## src/design/trigger_encoder_regs.svh

```systemverilog
// Purpose: Register offsets, field positions, reset values and timing counts.
// Assumes: APB with 32-bit data, one aligned word per register.
// Notes: Definitions only.
`ifndef TRIGGER_ENCODER_REGS_SVH
`define TRIGGER_ENCODER_REGS_SVH

`define OFS_TRIG_CTRL 12'h000
`define OFS_VALUES_PER_TRIGGER 12'h004
`define OFS_CMD 12'h008
`define OFS_WINDOW_LOWER 12'h00C
`define OFS_WINDOW_UPPER 12'h010
`define OFS_STEP_INTERVAL 12'h014
`define OFS_ENC_CTRL 12'h018
`define OFS_PRESET_A 12'h020
`define OFS_WRAP_A 12'h030
`define OFS_COUNT_A 12'h040
`define OFS_STATUS 12'h050
`define OFS_MEAS_COUNT 12'h054
`define OFS_TIMESTAMP 12'h058

`define TC_ORIGIN_LSB 0
`define TC_POINT_BIT 4
`define TC_KIND_BIT 5
`define TC_POLARITY_BIT 6
`define TC_FAMILY_BIT 7
`define TC_RESET_VAL 32'h0000_0000

`define CMD_SOFT_TRIGGER_BIT 0
`define CMD_PRESET_LOAD_LSB 4
`define CMD_DETECT_CLEAR_LSB 8
`define CMD_CLEAR_TIMESTAMP_BIT 12
`define CMD_CLEAR_MEASCNT_BIT 13

`define EC_INTERP_LSB 0
`define EC_MARK_LSB 8
`define EC_THIRD_ENABLE_BIT 12

`define COUNT_NONE 32'h0000_0000
`define COUNT_INFINITE 32'hFFFF_FFFF
`define MEAS_PERIOD_CYCLES 16'h00FF

`endif

```

## src/design/trigger_encoder_pkg.sv

```systemverilog
// Purpose: Types shared by the trigger and encoder logic.
// Assumes: Nothing beyond SystemVerilog.
// Notes: Offsets and constants live in the regs header.
package trigger_encoder_pkg;
  typedef enum logic [2:0] {
    ORIGIN_NONE = 3'b000,
    ORIGIN_SYNC = 3'b001,
    ORIGIN_AUX = 3'b010,
    ORIGIN_SOFT = 3'b011,
    ORIGIN_ENC_A = 3'b100,
    ORIGIN_ENC_B = 3'b101,
    ORIGIN_ENC_C = 3'b110
  } origin_t;
  typedef enum logic [1:0] {
    MARK_NONE = 2'b00,
    MARK_ONCE = 2'b01,
    MARK_EVER = 2'b10
  } mark_effect_t;
  typedef enum logic [1:0] {
    INTERP_1 = 2'b00,
    INTERP_2 = 2'b01,
    INTERP_4 = 2'b10
  } interp_t;
  typedef enum logic [1:0] {
    RUN_IDLE = 2'b00,
    RUN_COUNT = 2'b01,
    RUN_FOREVER = 2'b10,
    RUN_LEVEL = 2'b11
  } run_t;
endpackage

```

## src/design/trigger_encoder_unit.sv

```systemverilog
// Purpose: Trigger origin selection, trigger shaping and three encoder counters.
// Assumes: Inputs synchronous-ish to pclk, resynchronised here; APB register access.
// Notes: One measurement cycle every MEAS_PERIOD_CYCLES+1 clocks; a value
//        is released on a cycle boundary while triggering is armed.
// How it works
// - Exactly one trigger origin drives acquisition
// - Software origin pulses per soft command only
// - Encoder three origin needs third encoder enabled
// - Input point averages exclude latest samples
// - Output point averages include latest samples
// - Trigger point resets to value recording
// - Edge/level kind applies to pins only
// - High polarity: rising edge, high level
// - Low polarity: falling edge, low level
// - Each pulse releases programmed value count
// - Infinite count runs output without end
// - Logic family affects aux pin only
// - Encoder trigger only inside 32-bit window
// - Step zero fires on every window position
// - Trigger positions are step multiples
// - Interpolation depth one, two or four
// - Index mark none, once or every
// - Preset loads on mark or software
// - Preset write clears first-mark detection
// - Soft load/clear only with mark none
// - Encoders A and B wrap to zero
// - Third enable forces marks A, B none
// - Counter clear waits for trigger edge
`timescale 1ns/1ps
`include "trigger_encoder_regs.svh"

module trigger_encoder_unit
  import trigger_encoder_pkg::*;
#(
  parameter int ENCODERS = 3
) (
  input wire logic pclk,
  input wire logic presetn,
  input wire logic psel,
  input wire logic penable,
  input wire logic pwrite,
  input wire logic [11:0] paddr,
  input wire logic [31:0] pwdata,
  output logic [31:0] prdata,
  output logic pready,
  output logic pslverr,
  input wire logic diff_sync_pin,
  input wire logic aux_trigger_pin,
  input wire logic [2:0] enc_track_a,
  input wire logic [2:0] enc_track_b,
  input wire logic [2:0] enc_index,
  output logic value_release,
  output logic average_include_latest,
  output logic aux_family_htl
);

  // ---------------------------------------------------------------
  // Helpers
  // ---------------------------------------------------------------
  function automatic logic [31:0] step_of(input logic [1:0] depth);
    step_of = (depth == INTERP_4) ? 32'h0000_0004 :
              (depth == INTERP_2) ? 32'h0000_0002 : 32'h0000_0001;
  endfunction

  // True when pos lies in [lo,hi] and is a multiple of step (step 0: any).
  function automatic logic pos_hit(input logic [31:0] pos, input logic [31:0] lo,
                                   input logic [31:0] hi, input logic [31:0] step);
    pos_hit = (pos >= lo) && (pos <= hi) && ((step == 32'h0000_0000) ||
              ((pos % step) == 32'h0000_0000));
  endfunction

  // ---------------------------------------------------------------
  // Input synchronisers
  // ---------------------------------------------------------------
  logic [10:0] sync_1, sync_2, sync_3;
  logic [10:0] next_sync_1, next_sync_2, next_sync_3;
  always_comb begin
    next_sync_1 = {enc_index, enc_track_b, enc_track_a, aux_trigger_pin, diff_sync_pin};
    next_sync_2 = sync_1;
    next_sync_3 = sync_2;
  end
  always_ff @(posedge pclk or negedge presetn) begin
    if (!presetn) begin
      sync_1 <= 11'h000;
      sync_2 <= 11'h000;
      sync_3 <= 11'h000;
    end else begin
      sync_1 <= next_sync_1;
      sync_2 <= next_sync_2;
      sync_3 <= next_sync_3;
    end
  end
  wire logic sync_now = sync_2[0];
  wire logic aux_now = sync_2[1];

  // ---------------------------------------------------------------
  // Registers
  // ---------------------------------------------------------------
  logic [31:0] trig_ctrl, values_per_trigger, window_lower, window_upper, step_interval;
  logic [31:0] enc_ctrl;
  logic [31:0] preset [3];
  logic [31:0] wrap_limit [2];
  logic [31:0] count [3];
  logic [2:0] mark_seen;
  logic [31:0] next_trig_ctrl, next_values_per_trigger, next_window_lower;
  logic [31:0] next_window_upper, next_step_interval, next_enc_ctrl;
  logic [31:0] next_preset [3];
  logic [31:0] next_wrap_limit [2];
  logic [31:0] next_count [3];
  logic [2:0] next_mark_seen;
  logic [31:0] next_prdata;
  logic next_pready;
  logic next_pslverr;
  logic soft_trigger_cmd, next_soft_trigger_cmd;
  logic [1:0] clear_pending, next_clear_pending;

  wire logic setup = psel && !penable;
  wire logic wr = psel && penable && pwrite && pready;
  wire logic third_counter_enable = enc_ctrl[`EC_THIRD_ENABLE_BIT];

  function automatic logic [1:0] mark_of(input logic [31:0] ec, input int i);
    mark_of = (i == 2) ? MARK_NONE : ec[`EC_MARK_LSB + 2*i +: 2];
  endfunction

  // Active (cycle-boundary) copies of trigger settings.
  logic [31:0] act_ctrl, act_count, next_act_ctrl, next_act_count;
  logic boundary;
  wire origin_t origin = origin_t'(act_ctrl[`TC_ORIGIN_LSB +: 3]);

  logic fire;
  logic [31:0] remaining, next_remaining;
  run_t run, next_run;
  logic prev_pin, next_prev_pin;
  logic [15:0] period, next_period;
  logic [31:0] meas_count, timestamp, next_meas_count, next_timestamp;
  logic next_value_release, next_average_include_latest, next_aux_family_htl;

  always_comb begin
    int i;
    logic [2:0] a_new, b_new, idx_new, a_old, b_old, idx_old;
    logic [31:0] delta;
    i = 0;
    delta = 32'h0000_0000;
    next_trig_ctrl = trig_ctrl;
    next_values_per_trigger = values_per_trigger;
    next_window_lower = window_lower;
    next_window_upper = window_upper;
    next_step_interval = step_interval;
    next_enc_ctrl = enc_ctrl;
    next_preset = preset;
    next_wrap_limit = wrap_limit;
    next_count = count;
    next_mark_seen = mark_seen;
    next_soft_trigger_cmd = 1'b0;
    next_clear_pending = clear_pending;
    a_new = sync_2[4:2];
    b_new = sync_2[7:5];
    idx_new = sync_2[10:8];
    a_old = sync_3[4:2];
    b_old = sync_3[7:5];
    idx_old = sync_3[10:8];
    // Quadrature decode with selectable interpolation.
    for (i = 0; i < ENCODERS; i++) begin
      delta = 32'h0000_0000;
      if (a_new[i] != a_old[i]) begin
        if (a_new[i] ^ b_new[i]) delta = 32'h0000_0001;
        else delta = 32'hFFFF_FFFF;
      end else if (b_new[i] != b_old[i]) begin
        if (a_new[i] ~^ b_new[i]) delta = 32'h0000_0001;
        else delta = 32'hFFFF_FFFF;
      end
      // Depth 1 counts rising A only, 2 counts both A edges, 4 all edges.
      case (interp_t'(enc_ctrl[`EC_INTERP_LSB + 2*i +: 2]))
        INTERP_1: if (!(a_new[i] && !a_old[i])) delta = 32'h0000_0000;
        INTERP_2: if (a_new[i] == a_old[i]) delta = 32'h0000_0000;
        default: ;
      endcase
      if (step_of(enc_ctrl[`EC_INTERP_LSB + 2*i +: 2]) == 32'h0000_0000) delta = 32'h0000_0000;
      if (i < 2 && delta == 32'h0000_0001 && count[i] >= wrap_limit[i]) begin
        next_count[i] = 32'h0000_0000;
      end else if (i < 2 && delta == 32'hFFFF_FFFF && count[i] == 32'h0000_0000) begin
        next_count[i] = wrap_limit[i];
      end else begin
        next_count[i] = count[i] + delta;
      end
      if (idx_new[i] && !idx_old[i]) begin
        if (mark_of(enc_ctrl, i) == MARK_EVER ||
            (mark_of(enc_ctrl, i) == MARK_ONCE && !mark_seen[i])) begin
          next_count[i] = preset[i];
          next_mark_seen[i] = 1'b1;
        end
      end
    end
    if (wr) begin
      case (paddr)
        `OFS_TRIG_CTRL: next_trig_ctrl = {24'h00_0000, pwdata[7:0]};
        `OFS_VALUES_PER_TRIGGER: next_values_per_trigger = pwdata;
        `OFS_WINDOW_LOWER: next_window_lower = pwdata;
        `OFS_WINDOW_UPPER: next_window_upper = pwdata;
        `OFS_STEP_INTERVAL: next_step_interval = pwdata;
        `OFS_ENC_CTRL: begin
          next_enc_ctrl = {19'h0_0000, pwdata[12:0]};
          if (pwdata[`EC_THIRD_ENABLE_BIT]) next_enc_ctrl[11:8] = 4'h0;
        end
        `OFS_CMD: begin
          next_soft_trigger_cmd = pwdata[`CMD_SOFT_TRIGGER_BIT];
          next_clear_pending = clear_pending | pwdata[13:12];
          for (i = 0; i < 3; i++) begin
            // Ignored silently unless the mark effect is none.
            if (mark_of(enc_ctrl, i) == MARK_NONE) begin
              if (pwdata[`CMD_PRESET_LOAD_LSB + i]) next_count[i] = preset[i];
              if (pwdata[`CMD_DETECT_CLEAR_LSB + i]) next_mark_seen[i] = 1'b0;
            end
          end
        end
        default: begin
          for (i = 0; i < 3; i++) begin
            if (paddr == `OFS_PRESET_A + 12'(4*i)) begin
              next_preset[i] = pwdata;
              next_mark_seen[i] = 1'b0;
            end
            if (i < 2 && paddr == `OFS_WRAP_A + 12'(4*i)) next_wrap_limit[i] = pwdata;
          end
        end
      endcase
    end
    if (fire) next_clear_pending = 2'b00;
  end

  // Read mux and APB answer: no wait state, pready high in the first access cycle.
  always_comb begin
    int i;
    i = 0;
    next_pready = setup;
    next_pslverr = 1'b0;
    next_prdata = 32'h0000_0000;
    if (setup && !pwrite) begin
      case (paddr)
        `OFS_TRIG_CTRL: next_prdata = trig_ctrl;
        `OFS_VALUES_PER_TRIGGER: next_prdata = values_per_trigger;
        `OFS_CMD: next_prdata = 32'h0000_0000;
        `OFS_WINDOW_LOWER: next_prdata = window_lower;
        `OFS_WINDOW_UPPER: next_prdata = window_upper;
        `OFS_STEP_INTERVAL: next_prdata = step_interval;
        `OFS_ENC_CTRL: next_prdata = enc_ctrl;
        `OFS_STATUS: next_prdata = {27'h000_0000, mark_seen, run};
        `OFS_MEAS_COUNT: next_prdata = meas_count;
        `OFS_TIMESTAMP: next_prdata = timestamp;
        default: begin
          next_pslverr = 1'b1;
          for (i = 0; i < 3; i++) begin
            if (paddr == `OFS_PRESET_A + 12'(4*i)) begin
              next_prdata = preset[i];
              next_pslverr = 1'b0;
            end
            if (paddr == `OFS_COUNT_A + 12'(4*i)) begin
              next_prdata = count[i];
              next_pslverr = 1'b0;
            end
            if (i < 2 && paddr == `OFS_WRAP_A + 12'(4*i)) begin
              next_prdata = wrap_limit[i];
              next_pslverr = 1'b0;
            end
          end
        end
      endcase
    end else if (setup) begin
      next_pslverr = !(paddr inside {`OFS_TRIG_CTRL, `OFS_VALUES_PER_TRIGGER, `OFS_CMD,
        `OFS_WINDOW_LOWER, `OFS_WINDOW_UPPER, `OFS_STEP_INTERVAL, `OFS_ENC_CTRL,
        `OFS_PRESET_A, `OFS_PRESET_A + 12'h004, `OFS_PRESET_A + 12'h008,
        `OFS_WRAP_A, `OFS_WRAP_A + 12'h004});
    end
  end

  // ---------------------------------------------------------------
  // Trigger engine
  // ---------------------------------------------------------------
  always_comb begin
    logic pin, active, edge_hit, level_mode;
    logic [31:0] pos;
    pin = 1'b0;
    active = 1'b0;
    edge_hit = 1'b0;
    level_mode = 1'b0;
    pos = 32'h0000_0000;
    boundary = (period == `MEAS_PERIOD_CYCLES);
    next_period = boundary ? 16'h0000 : period + 16'h0001;
    next_act_ctrl = boundary ? trig_ctrl : act_ctrl;
    next_act_count = boundary ? values_per_trigger : act_count;
    pin = (origin == ORIGIN_SYNC) ? sync_now : aux_now;
    next_prev_pin = pin;
    // Polarity picks the edge direction and active level.
    active = act_ctrl[`TC_POLARITY_BIT] ? pin : !pin;
    edge_hit = act_ctrl[`TC_POLARITY_BIT] ? (pin && !prev_pin) : (!pin && prev_pin);
    level_mode = act_ctrl[`TC_KIND_BIT] &&
                 (origin == ORIGIN_SYNC || origin == ORIGIN_AUX);
    pos = 32'h0000_0000;
    fire = 1'b0;
    case (origin)
      ORIGIN_SYNC, ORIGIN_AUX: fire = !level_mode && edge_hit;
      ORIGIN_SOFT: fire = soft_trigger_cmd;
      ORIGIN_ENC_A: pos = count[0];
      ORIGIN_ENC_B: pos = count[1];
      ORIGIN_ENC_C: pos = count[2];
      default: fire = 1'b0;
    endcase
    if (origin == ORIGIN_ENC_A || origin == ORIGIN_ENC_B ||
        (origin == ORIGIN_ENC_C && third_counter_enable)) begin
      // Fire at every cycle boundary while the position is a hit inside the window.
      fire = pos_hit(pos, window_lower, window_upper, step_interval) && boundary;
    end
    next_run = run;
    next_remaining = remaining;
    next_value_release = 1'b0;
    if (act_count == `COUNT_NONE || origin == ORIGIN_NONE) begin
      next_run = RUN_IDLE;
    end else if (level_mode) begin
      next_run = active ? RUN_LEVEL : RUN_IDLE;
      next_value_release = active && boundary;
    end else begin
      if (fire) begin
        next_run = (act_count == `COUNT_INFINITE) ? RUN_FOREVER : RUN_COUNT;
        next_remaining = (act_count == `COUNT_INFINITE) ? remaining : act_count;
      end
      if (boundary) begin
        case (next_run)
          RUN_COUNT: begin
            next_value_release = 1'b1;
            next_remaining = next_remaining - 32'h0000_0001;
            if (next_remaining == 32'h0000_0000) next_run = RUN_IDLE;
          end
          RUN_FOREVER: next_value_release = 1'b1;
          default: ;
        endcase
      end
    end
    // Recording point holds older averages; output point uses latest.
    next_average_include_latest = act_ctrl[`TC_POINT_BIT];
    next_aux_family_htl = act_ctrl[`TC_FAMILY_BIT];
    next_timestamp = (fire && clear_pending[0]) ? 32'h0000_0000 : timestamp + 32'h0000_0001;
    next_meas_count = (fire && clear_pending[1]) ? 32'h0000_0000 :
                      meas_count + {31'h0000_0000, value_release};
  end

  always_ff @(posedge pclk or negedge presetn) begin
    if (!presetn) begin
      trig_ctrl <= `TC_RESET_VAL;
      act_ctrl <= `TC_RESET_VAL;
      values_per_trigger <= `COUNT_NONE;
      act_count <= `COUNT_NONE;
      window_lower <= 32'h0000_0000;
      window_upper <= 32'h0000_0000;
      step_interval <= 32'h0000_0000;
      enc_ctrl <= 32'h0000_0000;
      preset <= '{default: 32'h0000_0000};
      wrap_limit <= '{default: 32'hFFFF_FFFF};
      count <= '{default: 32'h0000_0000};
      mark_seen <= 3'b000;
      soft_trigger_cmd <= 1'b0;
      clear_pending <= 2'b00;
      prdata <= 32'h0000_0000;
      pready <= 1'b0;
      pslverr <= 1'b0;
      period <= 16'h0000;
      run <= RUN_IDLE;
      remaining <= 32'h0000_0000;
      prev_pin <= 1'b0;
      value_release <= 1'b0;
      average_include_latest <= 1'b0;
      aux_family_htl <= 1'b0;
      timestamp <= 32'h0000_0000;
      meas_count <= 32'h0000_0000;
    end else begin
      trig_ctrl <= next_trig_ctrl;
      act_ctrl <= next_act_ctrl;
      values_per_trigger <= next_values_per_trigger;
      act_count <= next_act_count;
      window_lower <= next_window_lower;
      window_upper <= next_window_upper;
      step_interval <= next_step_interval;
      enc_ctrl <= next_enc_ctrl;
      preset <= next_preset;
      wrap_limit <= next_wrap_limit;
      count <= next_count;
      mark_seen <= next_mark_seen;
      soft_trigger_cmd <= next_soft_trigger_cmd;
      clear_pending <= next_clear_pending;
      prdata <= next_prdata;
      pready <= next_pready;
      pslverr <= next_pslverr;
      period <= next_period;
      run <= next_run;
      remaining <= next_remaining;
      prev_pin <= next_prev_pin;
      value_release <= next_value_release;
      average_include_latest <= next_average_include_latest;
      aux_family_htl <= next_aux_family_htl;
      timestamp <= next_timestamp;
      meas_count <= next_meas_count;
    end
  end

  // ---------------------------------------------------------------
  // Checks
  // ---------------------------------------------------------------
  property p_wrap_a;
    @(posedge pclk) disable iff (!presetn)
    (count[0] == wrap_limit[0] && sync_2[2] && !sync_3[2] && sync_2[5] == 1'b0 &&
     enc_ctrl[1:0] == INTERP_1 && !(sync_2[8] && !sync_3[8]) && !wr) |=> count[0] == 0;
  endproperty
  a_wrap_a: assert property (p_wrap_a) else $error("encoder A did not wrap");
  property p_third;
    @(posedge pclk) disable iff (!presetn) third_counter_enable |-> enc_ctrl[11:8] == 4'h0;
  endproperty
  a_third: assert property (p_third) else $error("marks not forced none");
  property p_none_idle;
    @(posedge pclk) disable iff (!presetn) (act_count == `COUNT_NONE) |=> !value_release;
  endproperty
  a_none_idle: assert property (p_none_idle) else $error("release with count none");
  property p_soft;
    @(posedge pclk) disable iff (!presetn)
    (origin == ORIGIN_SOFT && !soft_trigger_cmd && run == RUN_IDLE) |=> run == RUN_IDLE;
  endproperty
  a_soft: assert property (p_soft) else $error("soft origin ran uncommanded");
  property p_preset_clear;
    @(posedge pclk) disable iff (!presetn) (wr && paddr == `OFS_PRESET_A) |=> !mark_seen[0];
  endproperty
  a_preset_clear: assert property (p_preset_clear) else $error("mark state kept");
  property p_apply;
    @(posedge pclk) disable iff (!presetn) !boundary |=> $stable(act_ctrl);
  endproperty
  a_apply: assert property (p_apply) else $error("settings changed mid cycle");
  property p_enc_c;
    @(posedge pclk) disable iff (!presetn)
    (origin == ORIGIN_ENC_C && !third_counter_enable) |-> !fire;
  endproperty
  a_enc_c: assert property (p_enc_c) else $error("disabled encoder fired");
  property p_point;
    @(posedge pclk) disable iff (!presetn) ##1 average_include_latest == $past(act_ctrl[4]);
  endproperty
  a_point: assert property (p_point) else $error("averaging point wrong");
endmodule

```

## config.mk

```make
export PLATFORM = sky130hd
export DESIGN_NAME = trigger_encoder_unit
export DESIGN_NICKNAME = d
export VERILOG_FILES = /design/src/design/trigger_encoder_pkg.sv /design/src/design/trigger_encoder_unit.sv
export VERILOG_INCLUDE_DIRS = /design/src /design/src/design
export SDC_FILE = /design/constraint.sdc
export NUM_CORES = 2
export LEC_CHECK = 0
export BUFFER_PORTS_ARGS = -buffer_cell sky130_fd_sc_hd__buf_2
export CORE_ASPECT_RATIO = 0.6
export CORE_MARGIN = 10
export CORE_UTILIZATION = 50
export CTS_BUF_LIST = sky130_fd_sc_hd__clkbuf_4
export CTS_CLUSTER_DIAMETER = 100
export DETAILED_ROUTE_END_ITERATION = 10
export HOLD_SLACK_MARGIN = 0.1
export PLACE_DENSITY = 0.73
export SYNTH_ARGS = -nofsm -noshare
export SYNTH_HDL_FRONTEND = slang
export SYNTH_SLANG_ARGS = --single-unit
```

## constraint.sdc

```tcl
create_clock -name pclk -period 103.7 [get_ports pclk]
set_input_delay 0 -clock pclk [delete_from_list [all_inputs] [get_ports pclk]]
set_output_delay 0 -clock pclk [all_outputs]
set_load 0.02 [all_outputs]
```

==> results list <==
- Across the run, the number of max-cap violations was 0.
* Synth area leader: sky130_fd_sc_hd__dfrtp_1
* Origin of the worst setup path: step_interval[30]
- Standard-cell row count: 104
- After synthesis the netlist holds a flip-flop and latch count of 629.
* Number of design rule violations left after detail routing: 0
- In this run, post-CTS repair resized a total of 0 instances.
- The filler cells instantiated in the layout total around 13000.
* Minimum clock period after layout: 98.31 ns
- In this run, placement finished with an instance count of 10300.
* CTS clock-pin slew for the worst setup and hold paths: 0.08 ns
* Combined area of all synthesized cells: between 60000 and 70000 um2
* Total gr overflow: 0
* Crit path arrival time: 99.35 ns
* Vias after detailed routing: about 73000
- For this design the top-level I/O count stands at 97.
- STA classifies the critical path endpoint as a flop.
- All-layer global routing usage: 0.374
- Global-route wire length before repair: 431000 um
- Share of the yosys chip area belonging to registers: 0.232
- Number of detailed-route iterations in the first pass: 9
- Most frequent CP cell: sky130_fd_sc_hd__ha_1
- The path class of the tightest hold or removal check is in2reg.
- For this design the total switching power over the nets is 0.275 mW.
* Syn nets: 9387
- The most used flip-flop cell after synthesis is sky130_fd_sc_hd__dfrtp_1.
- Setup repair after global routing left no endpoint under its margin.
- Measured in cells, the most critical reg-to-reg path has a length of between 300 and 400.
- The via count of the first global-routing pass is between 60000 and 70000.
* Clock Skews: 0.0881 ns
* Area of all placed cells without fillers: 74700 um2
- From left edge to right edge, the die measures about 500 um.
* Synthesized instance count: 8562
* Initial DRC Count: 11200
- For this configuration, the core starts out at a cell density of 0.506.
- The net count of the finished layout is 9618.
* List of most frequent post-synthesis cells: sky130_fd_sc_hd__nand2_1, sky130_fd_sc_hd__nor2_1, sky130_fd_sc_hd__ha_1
* Core region area: between 100000 and 150000 um2
* Required time reported for the critical path endpoint: between 100 and 150 ns
- Final weighted congestion of routability-driven global placement: ~1.1
- Antenna violations before repair: 24
* Most frequent cell after synthesis: sky130_fd_sc_hd__nand2_1
* Worst hold stages: 3
* Cell with the largest stage delay on the worst path: sky130_fd_sc_hd__nor4_2
- In the synthesized netlist the async set-or-reset flop fraction comes to 1.00.
* Non-filler instance count after layout: 10700
- Reg-to-reg setup timing slack: between 5 and 6 ns
* Critical path startpoint category: flop
- Yosys warning total: 0
* Placed cell area: a little over 70000 um2
- The critical path in this run is classified as reg2reg.
* Largest registers: count: 96 flops, preset: 96 flops, wrap_limit: 64 flops
- At the later pin of the worst-skew pair, clock insertion delay measures 1.14 ns.
- Wire per inst: ~28 um
- In this run, CTS created clock tree buffers numbering 166.
- # setup viols final: 0
- Dividing total power by cell area gives a power density of 9.98 nW/um2.
- Entering global routing, the biggest net connects roughly 170 pins.
* Number of nets with antenna violations after routing: 0
* Final slew viol count: 0
* Average vias per placed instance: slightly below 7
* Fraction of power spent switching nets: 0.369
* Tcrit/Tclk final: 0.948
- Setup TNS: 0 ns
- The die is 306 um tall.
- In this run the static leakage power is about 37 nW.
- Largest driver fanout on the critical path: 43
- In this run, distinct cell masters in the synthesized netlist total roughly 110.
- Fraction of power consumed by the clock network: 0.314
- CTS tree: yes
* Seq pwr share: 0.413
* Highest Clock Rate: approximately 10 MHz
- IR analysis of the VDD net gives a maximum drop of between 0.015 and 0.02 mV.
- Endpoint of the worst register-to-register path: run[0]
- Of the post-synthesis cell area, the dominant cell type holds 0.208.
* Detailed Place HPWL: 230000 um
* EDFF count, synth: 0
* Max Root-Sink Buffers: 3
* Portion of total power attributed to combinational logic: 0.274
* Internal Dissipation: 0.470 mW
* Status: finished clean
- Hold Fails Final Rpt: 0
- For this block, the routed nets add up to 300000 um of wire.
- In this run the critical register-to-register path is launched from step_interval[30].
- Dividing the synthesized area by the synthesized cell count gives 7.96 um2.
- Hold is met by 0.238 ns.
- Buffers on Ports: 95
- H-tree depth: 4
- In this run the clock root is driven by a sky130_fd_sc_hd__clkbuf_4.
- By area the synthesized netlist is led by sky130_fd_sc_hd__dfrtp_1, sky130_fd_sc_hd__ha_1, sky130_fd_sc_hd__mux2_2.
* Slew at the pin closest to its max-slew limit: roughly 1.4 ns
- Clk sinks: 629
* Max-Slew Margin vs Limit: 0.0480
* Area added between synthesis and finish: 9.65%
- Fraction of layout cells with a size suffix above 1: 0.120
- The die covers roughly 150000 um2.
- Critical Path End: run[0]
- In this design, the stage delay of the slowest critical-path cell is ~1.2 ns.
==> cells by family after synthesis <==
| group | share of synthesized area |
|---|---|
| AND/OR/NAND/NOR | 0.202 |
| buffers and inverters | 0.0409 |
| multiplexers | 0.0675 |
| XOR/XNOR | 0.0707 |
| flip-flops | 0.232 |
| AO/OA/AOI/OAI | 0.246 |
| adder cells (fa/ha/maj) | 0.141 |
==> stage by stage <==
| stage | setup WS [ns] | power [mW] | utilization |
|---|---|---|---|
| 2_1_floorplan | 26.50 | 0.425 | - |
| 4_1_cts | 10.13 | 0.735 | 0.554 |
| 3_5_place_dp | 10.43 | 0.498 | 0.526 |
| 3_3_place_gp | 11.71 | 0.491 | 0.526 |
| 5_1_grt | 1.82 | 0.776 | 0.554 |
| 6_report | 5.39 | 0.745 | 0.555 |
==> power by group through the flow <==
stage / logic (mW) / clock network (mW) / registers [mW]
final: 0.204 / 0.234 / 0.307
after global routing: 0.221 / 0.249 / 0.307
after CTS: 0.196 / 0.236 / 0.303
after detailed placement: 0.190 / 0 / 0.308
after global placement: 0.184 / 0 / 0.307
after floorplan: 0.138 / 0 / 0.287
==> layer usage <==
| layer | track usage | vias up | routed length [um] |
|---|---|---|---|
| met5 | 0.0105 | - | 508 |
| met4 | 0.131 | 32 | 12000 |
| met3 | 0.185 | 755 | 54000 |
| met2 | 0.462 | 5210 | 106000 |
| met1 | 0.542 | 34700 | 127000 |
| li1 | - | 32100 | - |
==> layout make-up <==
class	count	area, um2	share of cell area
Multi-Input combinational cell	7203	49700	0.666
Sequential cell	629	15800	0.212
Timing Repair Buffer	405	3260	0.0436
Tap cell	1802	2250	0.0302
Clock buffer	245	1840	0.0246
Inverter	388	1460	0.0195
Clock inverter	47	299	0.00400
Antenna cell	16	40.0	0.000536
==> timing repair <==
item	in CTS	in global routing
hold buffers	160	0
buffers inserted	0	0
endpoints found under the hold margin	787	0
==> worst min path at each step <==
stage / from / to / slack [ns]
global route: enc_track_b[0] / next_sync_2[5] / 0.21
detailed placement: enc_track_b[1] / next_sync_2[6] / 0.11
finish: enc_track_b[0] / next_sync_2[5] / 0.24
floorplan: presetn / act_count[0] / -0.30
global placement: presetn / next_sync_2[2] / 0.10
CTS: penable / mark_seen[1] / 0.13
==> worst max-delay path: cells and delay by family, from the launching register on <==
kind,cells,cell delay [ns]
xor+xnor,1,0.13
buf+inv,22,5.19
mux,11,3.66
fa+ha+maj,32,10.28
compound gates,157,48.58
simple gates,89,29.24
flops,1,0.63
==> layout by cell type, fill, tap and decap left out, drive strengths merged, types with 85 or more instances in the layout <==
cell type,Yosys,final
o31ai,85,85
nand4,90,90
nand2b,92,92
a31oi,130,130
nand3,222,222
a21oi,614,614
mux2i,96,96
or3,88,88
o21a,147,147
a21o,214,214
ha,761,761
dfrtp,565,565
inv,387,387
nor2b,116,116
buf,78,246
xor2,220,220
nand2,887,887
o21ai,614,614
dlygate4sd3,0,159
clkbuf,264,245
xnor2,330,330
nor2,779,779
nor3,226,226
mux2,322,322
and3,93,93
Note: power is estimated with default switching activity, not from simulation.
